## src/hdl/usp_consts.svh

```systemverilog
// usp_consts.svh: addresses, field positions and reset values of the shadow data port
// assumes: included by bare name wherever registers are decoded
`ifndef USP_CONSTS_SVH
`define USP_CONSTS_SVH

// alias window: sixteen consecutive word locations, all the same data port
`define USP_ALIAS_BASE      32'h5000_1030
`define USP_ALIAS_LAST      32'h5000_106c
`define USP_DATA_PORT_5     32'h5000_1044
`define USP_ALIAS_COUNT     16

// block-local control and status words
`define USP_CTRL_ADDR       32'h5000_1080
`define USP_LSTAT_ADDR      32'h5000_1084
`define USP_ISTAT_ADDR      32'h5000_1088
`define USP_IMASK_ADDR      32'h5000_108c

// control word fields
`define USP_CTRL_FIFO_EN    0
`define USP_CTRL_IR_MODE    1
`define USP_CTRL_RESET      2'h0

// line status fields
`define USP_LS_DATA_READY   0
`define USP_LS_OVERRUN      1
`define USP_LS_TX_EMPTY     5

// interrupt status and mask fields
`define USP_IRQ_RX_CHAR     0
`define USP_IRQ_OVERRUN     1
`define USP_IRQ_TX_EMPTY    2
`define USP_IRQ_TX_DROP     3
`define USP_IRQ_WIDTH       4
`define USP_IRQ_RESET       4'h0

// data port layout
`define USP_DATA_MSB        7
`define USP_PORT_RESET      16'h0000
`define USP_FIFO_DEPTH      16

`endif

```

## src/hdl/usp_pkg.sv

```systemverilog
// usp_pkg.sv: types shared by the shadow data port, its checker and the line-side stand-in
// assumes: constants live in usp_consts.svh
package usp_pkg;

    // one character offered by a receive deframer
    typedef struct packed {
        logic       valid;
        logic [7:0] data;
    } usp_char_t;

    // character presented to the transmit serializer
    typedef struct packed {
        logic       valid;
        logic       ir_mode;
        logic [7:0] data;
    } usp_tx_t;

    // line status flags mirrored outward
    typedef struct packed {
        logic data_ready;
        logic overrun;
        logic tx_empty;
    } usp_lstat_t;

endpackage

```

## src/hdl/usp_fifo.sv

```systemverilog
// usp_fifo.sv: synchronous character fifo with valid/ready on both sides
// assumes: one clock, flush and clock enable from the owning port logic
`timescale 1ns/1ns
module usp_fifo #(
    parameter int WIDTH = 8,
    parameter int DEPTH = 16
) (
    input  wire logic             core_clk_i,
    input  wire logic             rst_b_i,
    input  wire logic             ce_i,
    input  wire logic             flush_i,
    input  wire logic             in_valid_i,
    input  wire logic [WIDTH-1:0] in_data_i,
    output logic                  in_ready_o,
    output logic                  out_valid_o,
    output logic [WIDTH-1:0]      out_data_o,
    input  wire logic             out_ready_i
);
    localparam int AW = (DEPTH > 1) ? $clog2(DEPTH) : 1;

    logic [WIDTH-1:0] mem [DEPTH];
    logic [AW-1:0]    wr_ptr_ff;
    logic [AW-1:0]    rd_ptr_ff;
    logic [AW:0]      count_ff;
    logic [AW-1:0]    nxt_wr_ptr;
    logic [AW-1:0]    nxt_rd_ptr;
    logic [AW:0]      nxt_count;
    logic             push;
    logic             pop;

    // full and empty straight from the occupancy count
    assign in_ready_o  = (count_ff != (AW+1)'(DEPTH));
    assign out_valid_o = (count_ff != '0);
    assign out_data_o  = mem[rd_ptr_ff];
    assign push        = in_valid_i & in_ready_o;
    assign pop         = out_valid_o & out_ready_i;

    // pointer wrap works for any depth, not only powers of two
    always_comb begin
        nxt_wr_ptr = wr_ptr_ff;
        nxt_rd_ptr = rd_ptr_ff;
        nxt_count  = count_ff;
        if (flush_i) begin
            nxt_wr_ptr = '0;
            nxt_rd_ptr = '0;
            nxt_count  = '0;
        end else begin
            if (push) begin
                nxt_wr_ptr = (wr_ptr_ff == AW'(DEPTH-1)) ? '0 : wr_ptr_ff + 1'b1;
            end
            if (pop) begin
                nxt_rd_ptr = (rd_ptr_ff == AW'(DEPTH-1)) ? '0 : rd_ptr_ff + 1'b1;
            end
            nxt_count = count_ff + (AW+1)'(push) - (AW+1)'(pop);
        end
    end

    always_ff @(posedge core_clk_i or negedge rst_b_i) begin
        if (!rst_b_i) begin
            wr_ptr_ff <= '0;
            rd_ptr_ff <= '0;
            count_ff  <= '0;
        end else if (ce_i) begin
            wr_ptr_ff <= nxt_wr_ptr;
            rd_ptr_ff <= nxt_rd_ptr;
            count_ff  <= nxt_count;
        end
    end

    // storage has no reset: contents only matter while counted
    always_ff @(posedge core_clk_i) begin
        if (ce_i && push && !flush_i) begin
            mem[wr_ptr_ff] <= in_data_i;
        end
    end
endmodule

```

## src/hdl/usp_shadow_port.sv

```systemverilog
// usp_shadow_port.sv: shadow rx/tx data port of a uart with control, status and irq
// assumes: deframers and serializer run on core_clk_i; plain register port, read data one cycle later
//
// Summary of operation
// - all sixteen word locations of the alias window reach the same data port.
// - read returns low byte from serial or infrared receiver, per mode.
// - read byte is only meaningful while data ready flag is set.
// - without fifos a new character overwrites unread byte and flags overrun.
// - with fifos a read returns and removes the receive fifo head.
// - full receive fifo keeps contents, drops new character, flags overrun.
// - write loads character sent on serial or infrared output, per mode.
// - without fifos a write clears the transmit holding empty flag.
// - without fifos further writes overwrite the pending transmit character.
// - with fifos writes are accepted until transmit fifo is full.
// - write into a full transmit fifo is discarded, contents unchanged.
`timescale 1ns/1ns
`include "usp_consts.svh"
module usp_shadow_port #(
    parameter int RX_DEPTH = `USP_FIFO_DEPTH,
    parameter int TX_DEPTH = `USP_FIFO_DEPTH
) (
    input  wire logic                 core_clk_i,
    input  wire logic                 rst_b_i,
    input  wire logic                 ce_i,
    input  wire logic [31:0]          addr_i,
    input  wire logic [31:0]          wr_data_i,
    input  wire logic                 wr_i,
    input  wire logic                 rd_i,
    output logic [31:0]               rd_data_o,
    input  wire usp_pkg::usp_char_t   uart_rx_i,
    input  wire usp_pkg::usp_char_t   ir_rx_i,
    output usp_pkg::usp_tx_t          tx_o,
    input  wire logic                 tx_take_i,
    output usp_pkg::usp_lstat_t       lstat_o,
    output logic                      fifo_en_o,
    output logic                      irq_o
);
    // register state
    logic [1:0]                 ctrl_ff;
    logic [1:0]                 nxt_ctrl;
    logic [`USP_IRQ_WIDTH-1:0]  istat_ff;
    logic [`USP_IRQ_WIDTH-1:0]  nxt_istat;
    logic [`USP_IRQ_WIDTH-1:0]  imask_ff;
    logic [`USP_IRQ_WIDTH-1:0]  nxt_imask;
    logic [31:0]                rd_data_ff;
    logic [31:0]                nxt_rd_data;
    logic                       irq_ff;
    logic                       nxt_irq;

    // data path state
    logic [7:0]                 rx_hold_ff;
    logic [7:0]                 nxt_rx_hold;
    logic                       rx_ready_ff;
    logic                       nxt_rx_ready;
    logic [7:0]                 tx_hold_ff;
    logic [7:0]                 nxt_tx_hold;
    logic                       tx_empty_ff;
    logic                       nxt_tx_empty;
    logic                       overrun_ff;
    logic                       nxt_overrun;
    usp_pkg::usp_tx_t           tx_ff;
    usp_pkg::usp_tx_t           nxt_tx;
    usp_pkg::usp_lstat_t        lstat_ff;
    usp_pkg::usp_lstat_t        nxt_lstat;

    // decode and events
    logic                       sel_port;
    logic                       sel_ctrl;
    logic                       sel_lstat;
    logic                       sel_istat;
    logic                       sel_imask;
    logic                       port_rd;
    logic                       port_wr;
    logic                       fifo_en;
    logic                       mode_flip;
    usp_pkg::usp_char_t         rx_in;
    logic                       ev_rx_char;
    logic                       ev_overrun;
    logic                       ev_tx_empty;
    logic                       ev_tx_drop;
    logic                       cur_data_ready;
    logic                       cur_tx_empty;
    logic [7:0]                 port_byte;

    // fifo handshakes
    logic                       rxf_push;
    logic                       rxf_ready;
    logic                       rxf_valid;
    logic [7:0]                 rxf_head;
    logic                       rxf_pop;
    logic                       txf_push;
    logic                       txf_ready;
    logic                       txf_valid;
    logic [7:0]                 txf_head;
    logic                       txf_pop;
    logic                       tx_taken;

    // address decode: any aligned word of the alias window is the data port
    assign sel_port  = (addr_i >= `USP_ALIAS_BASE) && (addr_i <= `USP_ALIAS_LAST)
                       && (addr_i[1:0] == 2'h0);
    assign sel_ctrl  = (addr_i == `USP_CTRL_ADDR);
    assign sel_lstat = (addr_i == `USP_LSTAT_ADDR);
    assign sel_istat = (addr_i == `USP_ISTAT_ADDR);
    assign sel_imask = (addr_i == `USP_IMASK_ADDR);
    assign port_rd   = rd_i & sel_port;
    assign port_wr   = wr_i & sel_port;
    assign fifo_en   = ctrl_ff[`USP_CTRL_FIFO_EN];

    // a fifo mode change flushes both ways so no stale byte leaks
    assign mode_flip = wr_i & sel_ctrl & (wr_data_i[`USP_CTRL_FIFO_EN] != fifo_en);

    // receive source follows the line mode
    assign rx_in = ctrl_ff[`USP_CTRL_IR_MODE] ? ir_rx_i : uart_rx_i;

    // receive fifo steering
    assign rxf_push = fifo_en & rx_in.valid & ~mode_flip;
    assign rxf_pop  = fifo_en & port_rd;

    // transmit fifo steering; a full fifo simply refuses the push
    assign txf_push = fifo_en & port_wr & ~mode_flip;
    assign tx_taken = tx_take_i & tx_ff.valid;
    assign txf_pop  = fifo_en & tx_taken;

    usp_fifo #(
        .WIDTH (8),
        .DEPTH (RX_DEPTH)
    ) u_rx_fifo (
        .core_clk_i  (core_clk_i),
        .rst_b_i     (rst_b_i),
        .ce_i        (ce_i),
        .flush_i     (mode_flip),
        .in_valid_i  (rxf_push),
        .in_data_i   (rx_in.data),
        .in_ready_o  (rxf_ready),
        .out_valid_o (rxf_valid),
        .out_data_o  (rxf_head),
        .out_ready_i (rxf_pop)
    );

    usp_fifo #(
        .WIDTH (8),
        .DEPTH (TX_DEPTH)
    ) u_tx_fifo (
        .core_clk_i  (core_clk_i),
        .rst_b_i     (rst_b_i),
        .ce_i        (ce_i),
        .flush_i     (mode_flip),
        .in_valid_i  (txf_push),
        .in_data_i   (wr_data_i[`USP_DATA_MSB:0]),
        .in_ready_o  (txf_ready),
        .out_valid_o (txf_valid),
        .out_data_o  (txf_head),
        .out_ready_i (txf_pop)
    );

    // current flags as software should see them
    assign cur_data_ready = fifo_en ? rxf_valid : rx_ready_ff;
    assign cur_tx_empty   = fifo_en ? ~txf_valid : tx_empty_ff;
    assign port_byte      = fifo_en ? rxf_head : rx_hold_ff;

    // single-character receive holding, used with fifos off
    always_comb begin
        nxt_rx_hold  = rx_hold_ff;
        nxt_rx_ready = rx_ready_ff;
        if (mode_flip) begin
            nxt_rx_ready = 1'b0;
        end else if (!fifo_en) begin
            if (port_rd) begin
                nxt_rx_ready = 1'b0;
            end
            // arrival wins over a read in the same cycle
            if (rx_in.valid) begin
                nxt_rx_hold  = rx_in.data;
                nxt_rx_ready = 1'b1;
            end
        end
    end

    // receive events; overrun covers holding overwrite and fifo drop
    always_comb begin
        ev_rx_char = rx_in.valid & ~mode_flip;
        ev_overrun = 1'b0;
        if (rx_in.valid && !mode_flip) begin
            if (!fifo_en) begin
                ev_overrun = rx_ready_ff & ~port_rd;
            end else begin
                ev_overrun = ~rxf_ready;
            end
        end
    end

    // overrun flag: sticky until line status is read, new event wins
    always_comb begin
        nxt_overrun = overrun_ff;
        if (rd_i && sel_lstat) begin
            nxt_overrun = 1'b0;
        end
        if (ev_overrun) begin
            nxt_overrun = 1'b1;
        end
    end

    // single-character transmit holding, used with fifos off
    always_comb begin
        nxt_tx_hold  = tx_hold_ff;
        nxt_tx_empty = tx_empty_ff;
        if (mode_flip) begin
            nxt_tx_empty = 1'b1;
        end else if (!fifo_en) begin
            if (tx_taken) begin
                nxt_tx_empty = 1'b1;
            end
            // a write after the take reloads; a write while pending overwrites
            if (port_wr) begin
                nxt_tx_hold  = wr_data_i[`USP_DATA_MSB:0];
                nxt_tx_empty = 1'b0;
            end
        end
    end

    // transmit events
    assign ev_tx_drop  = port_wr & fifo_en & ~txf_ready & ~mode_flip;
    assign ev_tx_empty = ~lstat_ff.tx_empty & nxt_lstat.tx_empty;

    // char offered to the serializer; hidden a cycle after a pop
    // so back-to-back takes cannot grab one head twice
    always_comb begin
        nxt_tx         = tx_ff;
        nxt_tx.ir_mode = nxt_ctrl[`USP_CTRL_IR_MODE];
        if (mode_flip) begin
            nxt_tx.valid = 1'b0;
        end else if (fifo_en) begin
            nxt_tx.valid = txf_valid & ~txf_pop;
            nxt_tx.data  = txf_head;
        end else begin
            nxt_tx.valid = ~nxt_tx_empty;
            nxt_tx.data  = nxt_tx_hold;
        end
    end

    // mirrored line status; ready and empty one cycle behind the data path, overrun in step
    always_comb begin
        nxt_lstat.data_ready = cur_data_ready;
        nxt_lstat.overrun    = nxt_overrun;
        nxt_lstat.tx_empty   = cur_tx_empty;
    end

    // control and mask registers
    always_comb begin
        nxt_ctrl  = ctrl_ff;
        nxt_imask = imask_ff;
        if (wr_i && sel_ctrl) begin
            nxt_ctrl = wr_data_i[1:0];
        end
        if (wr_i && sel_imask) begin
            nxt_imask = wr_data_i[`USP_IRQ_WIDTH-1:0];
        end
    end

    // interrupt status: cleared by its own read, a same-cycle event survives
    always_comb begin
        nxt_istat = istat_ff;
        if (rd_i && sel_istat) begin
            nxt_istat = '0;
        end
        if (ev_rx_char) begin
            nxt_istat[`USP_IRQ_RX_CHAR] = 1'b1;
        end
        if (ev_overrun) begin
            nxt_istat[`USP_IRQ_OVERRUN] = 1'b1;
        end
        if (ev_tx_empty) begin
            nxt_istat[`USP_IRQ_TX_EMPTY] = 1'b1;
        end
        if (ev_tx_drop) begin
            nxt_istat[`USP_IRQ_TX_DROP] = 1'b1;
        end
        nxt_irq = |(nxt_istat & nxt_imask);
    end

    // read mux; upper port bits and unmapped addresses read zero
    always_comb begin
        nxt_rd_data = 32'h0000_0000;
        if (rd_i) begin
            if (sel_port) begin
                nxt_rd_data[`USP_DATA_MSB:0] = port_byte;
            end else if (sel_ctrl) begin
                nxt_rd_data[1:0] = ctrl_ff;
            end else if (sel_lstat) begin
                nxt_rd_data[`USP_LS_DATA_READY] = cur_data_ready;
                nxt_rd_data[`USP_LS_OVERRUN]    = overrun_ff;
                nxt_rd_data[`USP_LS_TX_EMPTY]   = cur_tx_empty;
            end else if (sel_istat) begin
                nxt_rd_data[`USP_IRQ_WIDTH-1:0] = istat_ff;
            end else if (sel_imask) begin
                nxt_rd_data[`USP_IRQ_WIDTH-1:0] = imask_ff;
            end
        end
    end

    // register bank
    always_ff @(posedge core_clk_i or negedge rst_b_i) begin
        if (!rst_b_i) begin
            ctrl_ff    <= `USP_CTRL_RESET;
            imask_ff   <= `USP_IRQ_RESET;
            istat_ff   <= `USP_IRQ_RESET;
            irq_ff     <= 1'b0;
            rd_data_ff <= 32'h0000_0000;
        end else if (ce_i) begin
            ctrl_ff    <= nxt_ctrl;
            imask_ff   <= nxt_imask;
            istat_ff   <= nxt_istat;
            irq_ff     <= nxt_irq;
            rd_data_ff <= nxt_rd_data;
        end
    end

    // data path bank; transmit holding starts empty
    always_ff @(posedge core_clk_i or negedge rst_b_i) begin
        if (!rst_b_i) begin
            rx_hold_ff  <= 8'h00;
            rx_ready_ff <= 1'b0;
            tx_hold_ff  <= 8'h00;
            tx_empty_ff <= 1'b1;
            overrun_ff  <= 1'b0;
            tx_ff       <= '0;
            lstat_ff    <= 3'h1;
        end else if (ce_i) begin
            rx_hold_ff  <= nxt_rx_hold;
            rx_ready_ff <= nxt_rx_ready;
            tx_hold_ff  <= nxt_tx_hold;
            tx_empty_ff <= nxt_tx_empty;
            overrun_ff  <= nxt_overrun;
            tx_ff       <= nxt_tx;
            lstat_ff    <= nxt_lstat;
        end
    end

    // outputs straight from flops
    assign rd_data_o = rd_data_ff;
    assign tx_o      = tx_ff;
    assign lstat_o   = lstat_ff;
    assign fifo_en_o = ctrl_ff[`USP_CTRL_FIFO_EN];
    assign irq_o     = irq_ff;
endmodule

```

## config.mk

```make
export PLATFORM = sky130hd
export DESIGN_NAME = usp_shadow_port
export DESIGN_NICKNAME = d
export VERILOG_FILES = /design/src/hdl/usp_pkg.sv /design/src/hdl/usp_fifo.sv /design/src/hdl/usp_shadow_port.sv
export VERILOG_INCLUDE_DIRS = /design/src /design/src/hdl
export SDC_FILE = /design/constraint.sdc
export NUM_CORES = 1
export LEC_CHECK = 0
export BUFFER_PORTS_ARGS = -buffer_cell sky130_fd_sc_hd__buf_2
export CAP_MARGIN = 5
export CORE_MARGIN = 1.5
export CORE_UTILIZATION = 38
export CTS_CLUSTER_SIZE = 12
export DETAILED_ROUTE_END_ITERATION = 8
export PLACE_DENSITY = 0.57
export SETUP_SLACK_MARGIN = 0.3
export SLEW_MARGIN = 10
export SYNTH_ARGS = -nofsm -noshare
export SYNTH_HDL_FRONTEND = slang
export SYNTH_SLANG_ARGS = --single-unit
```

## constraint.sdc

```tcl
create_clock -name core_clk_i -period 4.4 [get_ports core_clk_i]
set_input_delay 0.44 -clock core_clk_i [delete_from_list [all_inputs] [get_ports core_clk_i]]
set_output_delay 0.44 -clock core_clk_i [all_outputs]
set_load 0.02 [all_outputs]
```

==> flow_metrics.env <==
export IMPL_status="completed"
export IMPL_wl_per_cell_um=21.6
export IMPL_period_share_pct=81.3
export IMPL_placed_cells=1519
export IMPL_r2r_cells=16
export IMPL_area_growth_pct=14.3
export IMPL_antenna_found_initial=0
export IMPL_whs_ps=303
export IMPL_htree_levels=2
export IMPL_die_area_um2=40300
export IMPL_layout_commonest_cell="edfxtp_1"
export IMPL_fin_setup_tns_ps=0
export IMPL_timing_rr_end="u_rx_fifo.count_ff[4]"
export IMPL_fp_dieH_um=201
export IMPL_cts_resized=0
export IMPL_fp_dieW_um=201
export IMPL_clock_skew_ps=25.8
export IMPL_stdcell_area_um2=17000
export IMPL_first_pass_iters=5
export IMPL_portBuffers=86
export IMPL_hp_class="in2reg"
export IMPL_drt_initial_drc_count=598
export IMPL_drc_errors=0
export IMPL_layout_drive_gt1_share_pct=25.7
export IMPL_wirelength_um=34200
export IMPL_antennaDiodeCount=0
export IMPL_r2r_start="u_rx_fifo.count_ff[3]"
export IMPL_multi_input_area_um2=4850
export IMPL_internal_power_mw=6.04
export IMPL_ys_types=78
export IMPL_nNetsFinal=1153
export IMPL_p_seq_share_pct=45.3
export IMPL_synth_area_leader_cell="edfxtp_1"
export IMPL_root_buffer="clkbuf_16"
export IMPL_crit_fanout=5
export IMPL_ys_seq_elements=331
export IMPL_cts_setup_buffers=0
export IMPL_rows=72
export IMPL_comb_power_share_pct=18.9
export IMPL_slew_headroom_pct=34.1
export IMPL_via_per_inst=5.41
export IMPL_hpwl_um=22800
export IMPL_final_min_clock_period_ps=3580
export IMPL_cp_end_kind="flip-flop"
export IMPL_min_to="u_rx_fifo.rd_ptr_ff[2]"
export IMPL_overflow=0
export IMPL_track_usage_pct=17.1
export IMPL_ant_nets=0
export IMPL_path_clk_slew_ps=60
export IMPL_clock_sinks=331
export IMPL_initial_core_util_pct=38.5
export IMPL_grt_max_degree=39
export IMPL_core_um2=38600
export IMPL_cts_tree="built"
export IMPL_io_pins=135
export IMPL_drv_slew=0
export IMPL_final_cell_mix="edfxtp_1 (256), buf_2 (85), dfrtp_1 (71), mux4_2 (56), nand2_1 (44)"
export IMPL_synthArstFlopShare_pct=22.7
export IMPL_synth_edf_count=256
export IMPL_ir_drop_v=0.000423
export IMPL_power_density_nw_per_um2=492
export IMPL_placed_area_um2=15800
export IMPL_crit_type="reg2reg"
export IMPL_synth_warnings=0
export IMPL_ff_latch_area_um2=9570
export IMPL_holdBufCountCts=1
export IMPL_max_freq_mhz=280
export IMPL_synthTopCellsByArea="edfxtp_1 (52%), dfrtp_1 (12%), mux4_2 (8.5%)"
export IMPL_vias=8577
export IMPL_synthFlopType="edfxtp_1"
export IMPL_numCtsBuffers=37
export IMPL_rsz0062_at_grt="no"
export IMPL_crit_required_ps=4790
export IMPL_max_cap_violations=0
export IMPL_power_switching_mw=2.31
export IMPL_whs_path_depth=2
export IMPL_cp_arrival_ps=3970
export IMPL_fillCellCount=3499
export IMPL_final_cell_count_no_fill=1586
export IMPL_syn_inst=947
export IMPL_p_clk_share_pct=35.8
export IMPL_yosysSeqAreaShare_pct=64.4
export IMPL_clock_latency_ps=530
export IMPL_rrSetupSlack_ps=820
export IMPL_grt_pass1_wl_um=52900
export IMPL_netlist_area_um2=14800
export IMPL_syn_mean_instance_area_um2=15.7
export IMPL_synth_top_area_share_pct=51.8
export IMPL_min_from="ce_i"
export IMPL_critPathLaunchType="flip-flop"
export IMPL_tightest_slew_ps=980
export IMPL_p_leak_nw=6.15
export IMPL_setup_viol=0
export IMPL_gp_congestion=0.840
export IMPL_hold_viol=0
export IMPL_p_sw_share_pct=27.7
export IMPL_clockBufferDepth=3
export IMPL_grt_pass1_vias=8673
state kept, by name, indices dropped and copies added (netlist names), 3 cells and up:
name and flops:
u_tx_fifo.count_ff 5, u_rx_fifo.mem 128, u_tx_fifo.wr_ptr_ff 4, lstat_o 3
imask_ff 4, u_rx_fifo.count_ff 5, u_tx_fifo.rd_ptr_ff 4, rd_data_o 8
rx_hold_ff 8, u_tx_fifo.mem 128, istat_ff 4, tx_o 10
u_rx_fifo.rd_ptr_ff 4, u_rx_fifo.wr_ptr_ff 4, tx_hold_ff 8
Yosys cell counts, types with 6 or more instances:
library cell,n
buf_4,25
a31oi_1,7
and3_1,20
buf_2,9
o22ai_1,11
a221oi_1,19
nor2_1,15
buf_1,6
a211oi_1,12
a21oi_1,19
nand3_1,16
and4_1,8
o31ai_1,11
o2bb2ai_1,7
mux2i_1,40
and2_1,12
nand2_1,44
nor4_1,6
dfrtp_1,73
edfxtp_1,256
clkbuf_1,32
nand4_1,7
ha_1,22
nor3_1,14
o21ai_0,28
and4b_1,8
inv_1,31
mux4_2,56
nand2b_1,8
a21o_1,6
mux2_2,35
a22oi_1,7
power groups by stage:
| stage | Clock [mW] | Sequential, mW | Combinational (mW) |
|---|---|---|---|
| floorplan | 0 | 3.78 | 1.15 |
| global placement | 0 | 3.83 | 1.57 |
| detailed placement | 0 | 3.84 | 1.60 |
| CTS | 3.06 | 3.77 | 1.60 |
| global route | 3.18 | 3.80 | 1.75 |
| finish | 2.99 | 3.78 | 1.58 |
worst max-delay path by stage:
stage                                     start                     to  slack, ps  cells past startpoint
final                     u_rx_fifo.count_ff[3]  u_rx_fifo.count_ff[4]        820                     16
after global routing      u_rx_fifo.count_ff[3]  u_rx_fifo.count_ff[4]        560                     16
after CTS                 u_rx_fifo.count_ff[3]  u_rx_fifo.count_ff[4]        850                     16
after detailed placement              addr_i[2]  u_tx_fifo.count_ff[4]        580                     14
after global placement               addr_i[30]  u_tx_fifo.count_ff[4]        590                     14
after floorplan                      addr_i[11]  u_rx_fifo.count_ff[4]        770                     17
layer usage:
metal / up-vias / share of wire, % / global-route usage (%)
li1: 3914 / - / -
met1: 4423 / 45 / 23.7
met2: 184 / 49 / 28.1
met3: 56 / 3.7 / 2.50
met4: 0 / 2.2 / 4.86
met5: - / 0 / 0
final cells by class:
type	instances	area share [%]
clock buffer	54	6.19
clock inverter	12	0.730
inverter	32	0.708
multi-input combinational	532	28.6
sequential	331	56.4
tap	518	3.82
timing repair buffer	107	3.57
cell families (layout without fill, tap and decap cells):
kind of cell	Yosys count	count (layout)	share of synthesized area (%)
flip-flops	331	331	64.4
buffers and inverters	107	205	3.52
other	1	24	0.0253
multiplexers	133	133	14.2
XOR/XNOR	3	3	0.177
adder cells (fa/ha/maj)	24	24	2.12
AO/OA/AOI/OAI	153	153	7.35
AND/OR/NAND/NOR	195	195	8.17
worst max-delay path, stage by stage, from the launching register on:
cell and delay [ps]:
dfrtp_1 390, inv_1 100, ha_1 150, or3b_2 460, o21ai_0 490, nor2_1 160, ha_1 310, inv_1 60
ha_1 180, inv_1 60, fa_1 370, nand2b_1 170, a21oi_1 200, o21a_1 150, nor3_1 50, nor2_1 90
o22ai_1 80
per-stage QoR:
stage / total power, mW / setup WS, ps / utilization [%]
6_report: 8.34 / 823 / 44.0
5_1_grt: 8.72 / 561 / 44.0
4_1_cts: 8.43 / 845 / 44.0
3_5_place_dp: 5.43 / 578 / 40.9
3_3_place_gp: 5.40 / 591 / 40.9
2_1_floorplan: 4.94 / 770 / -
Power figures use the tool's default switching activity.
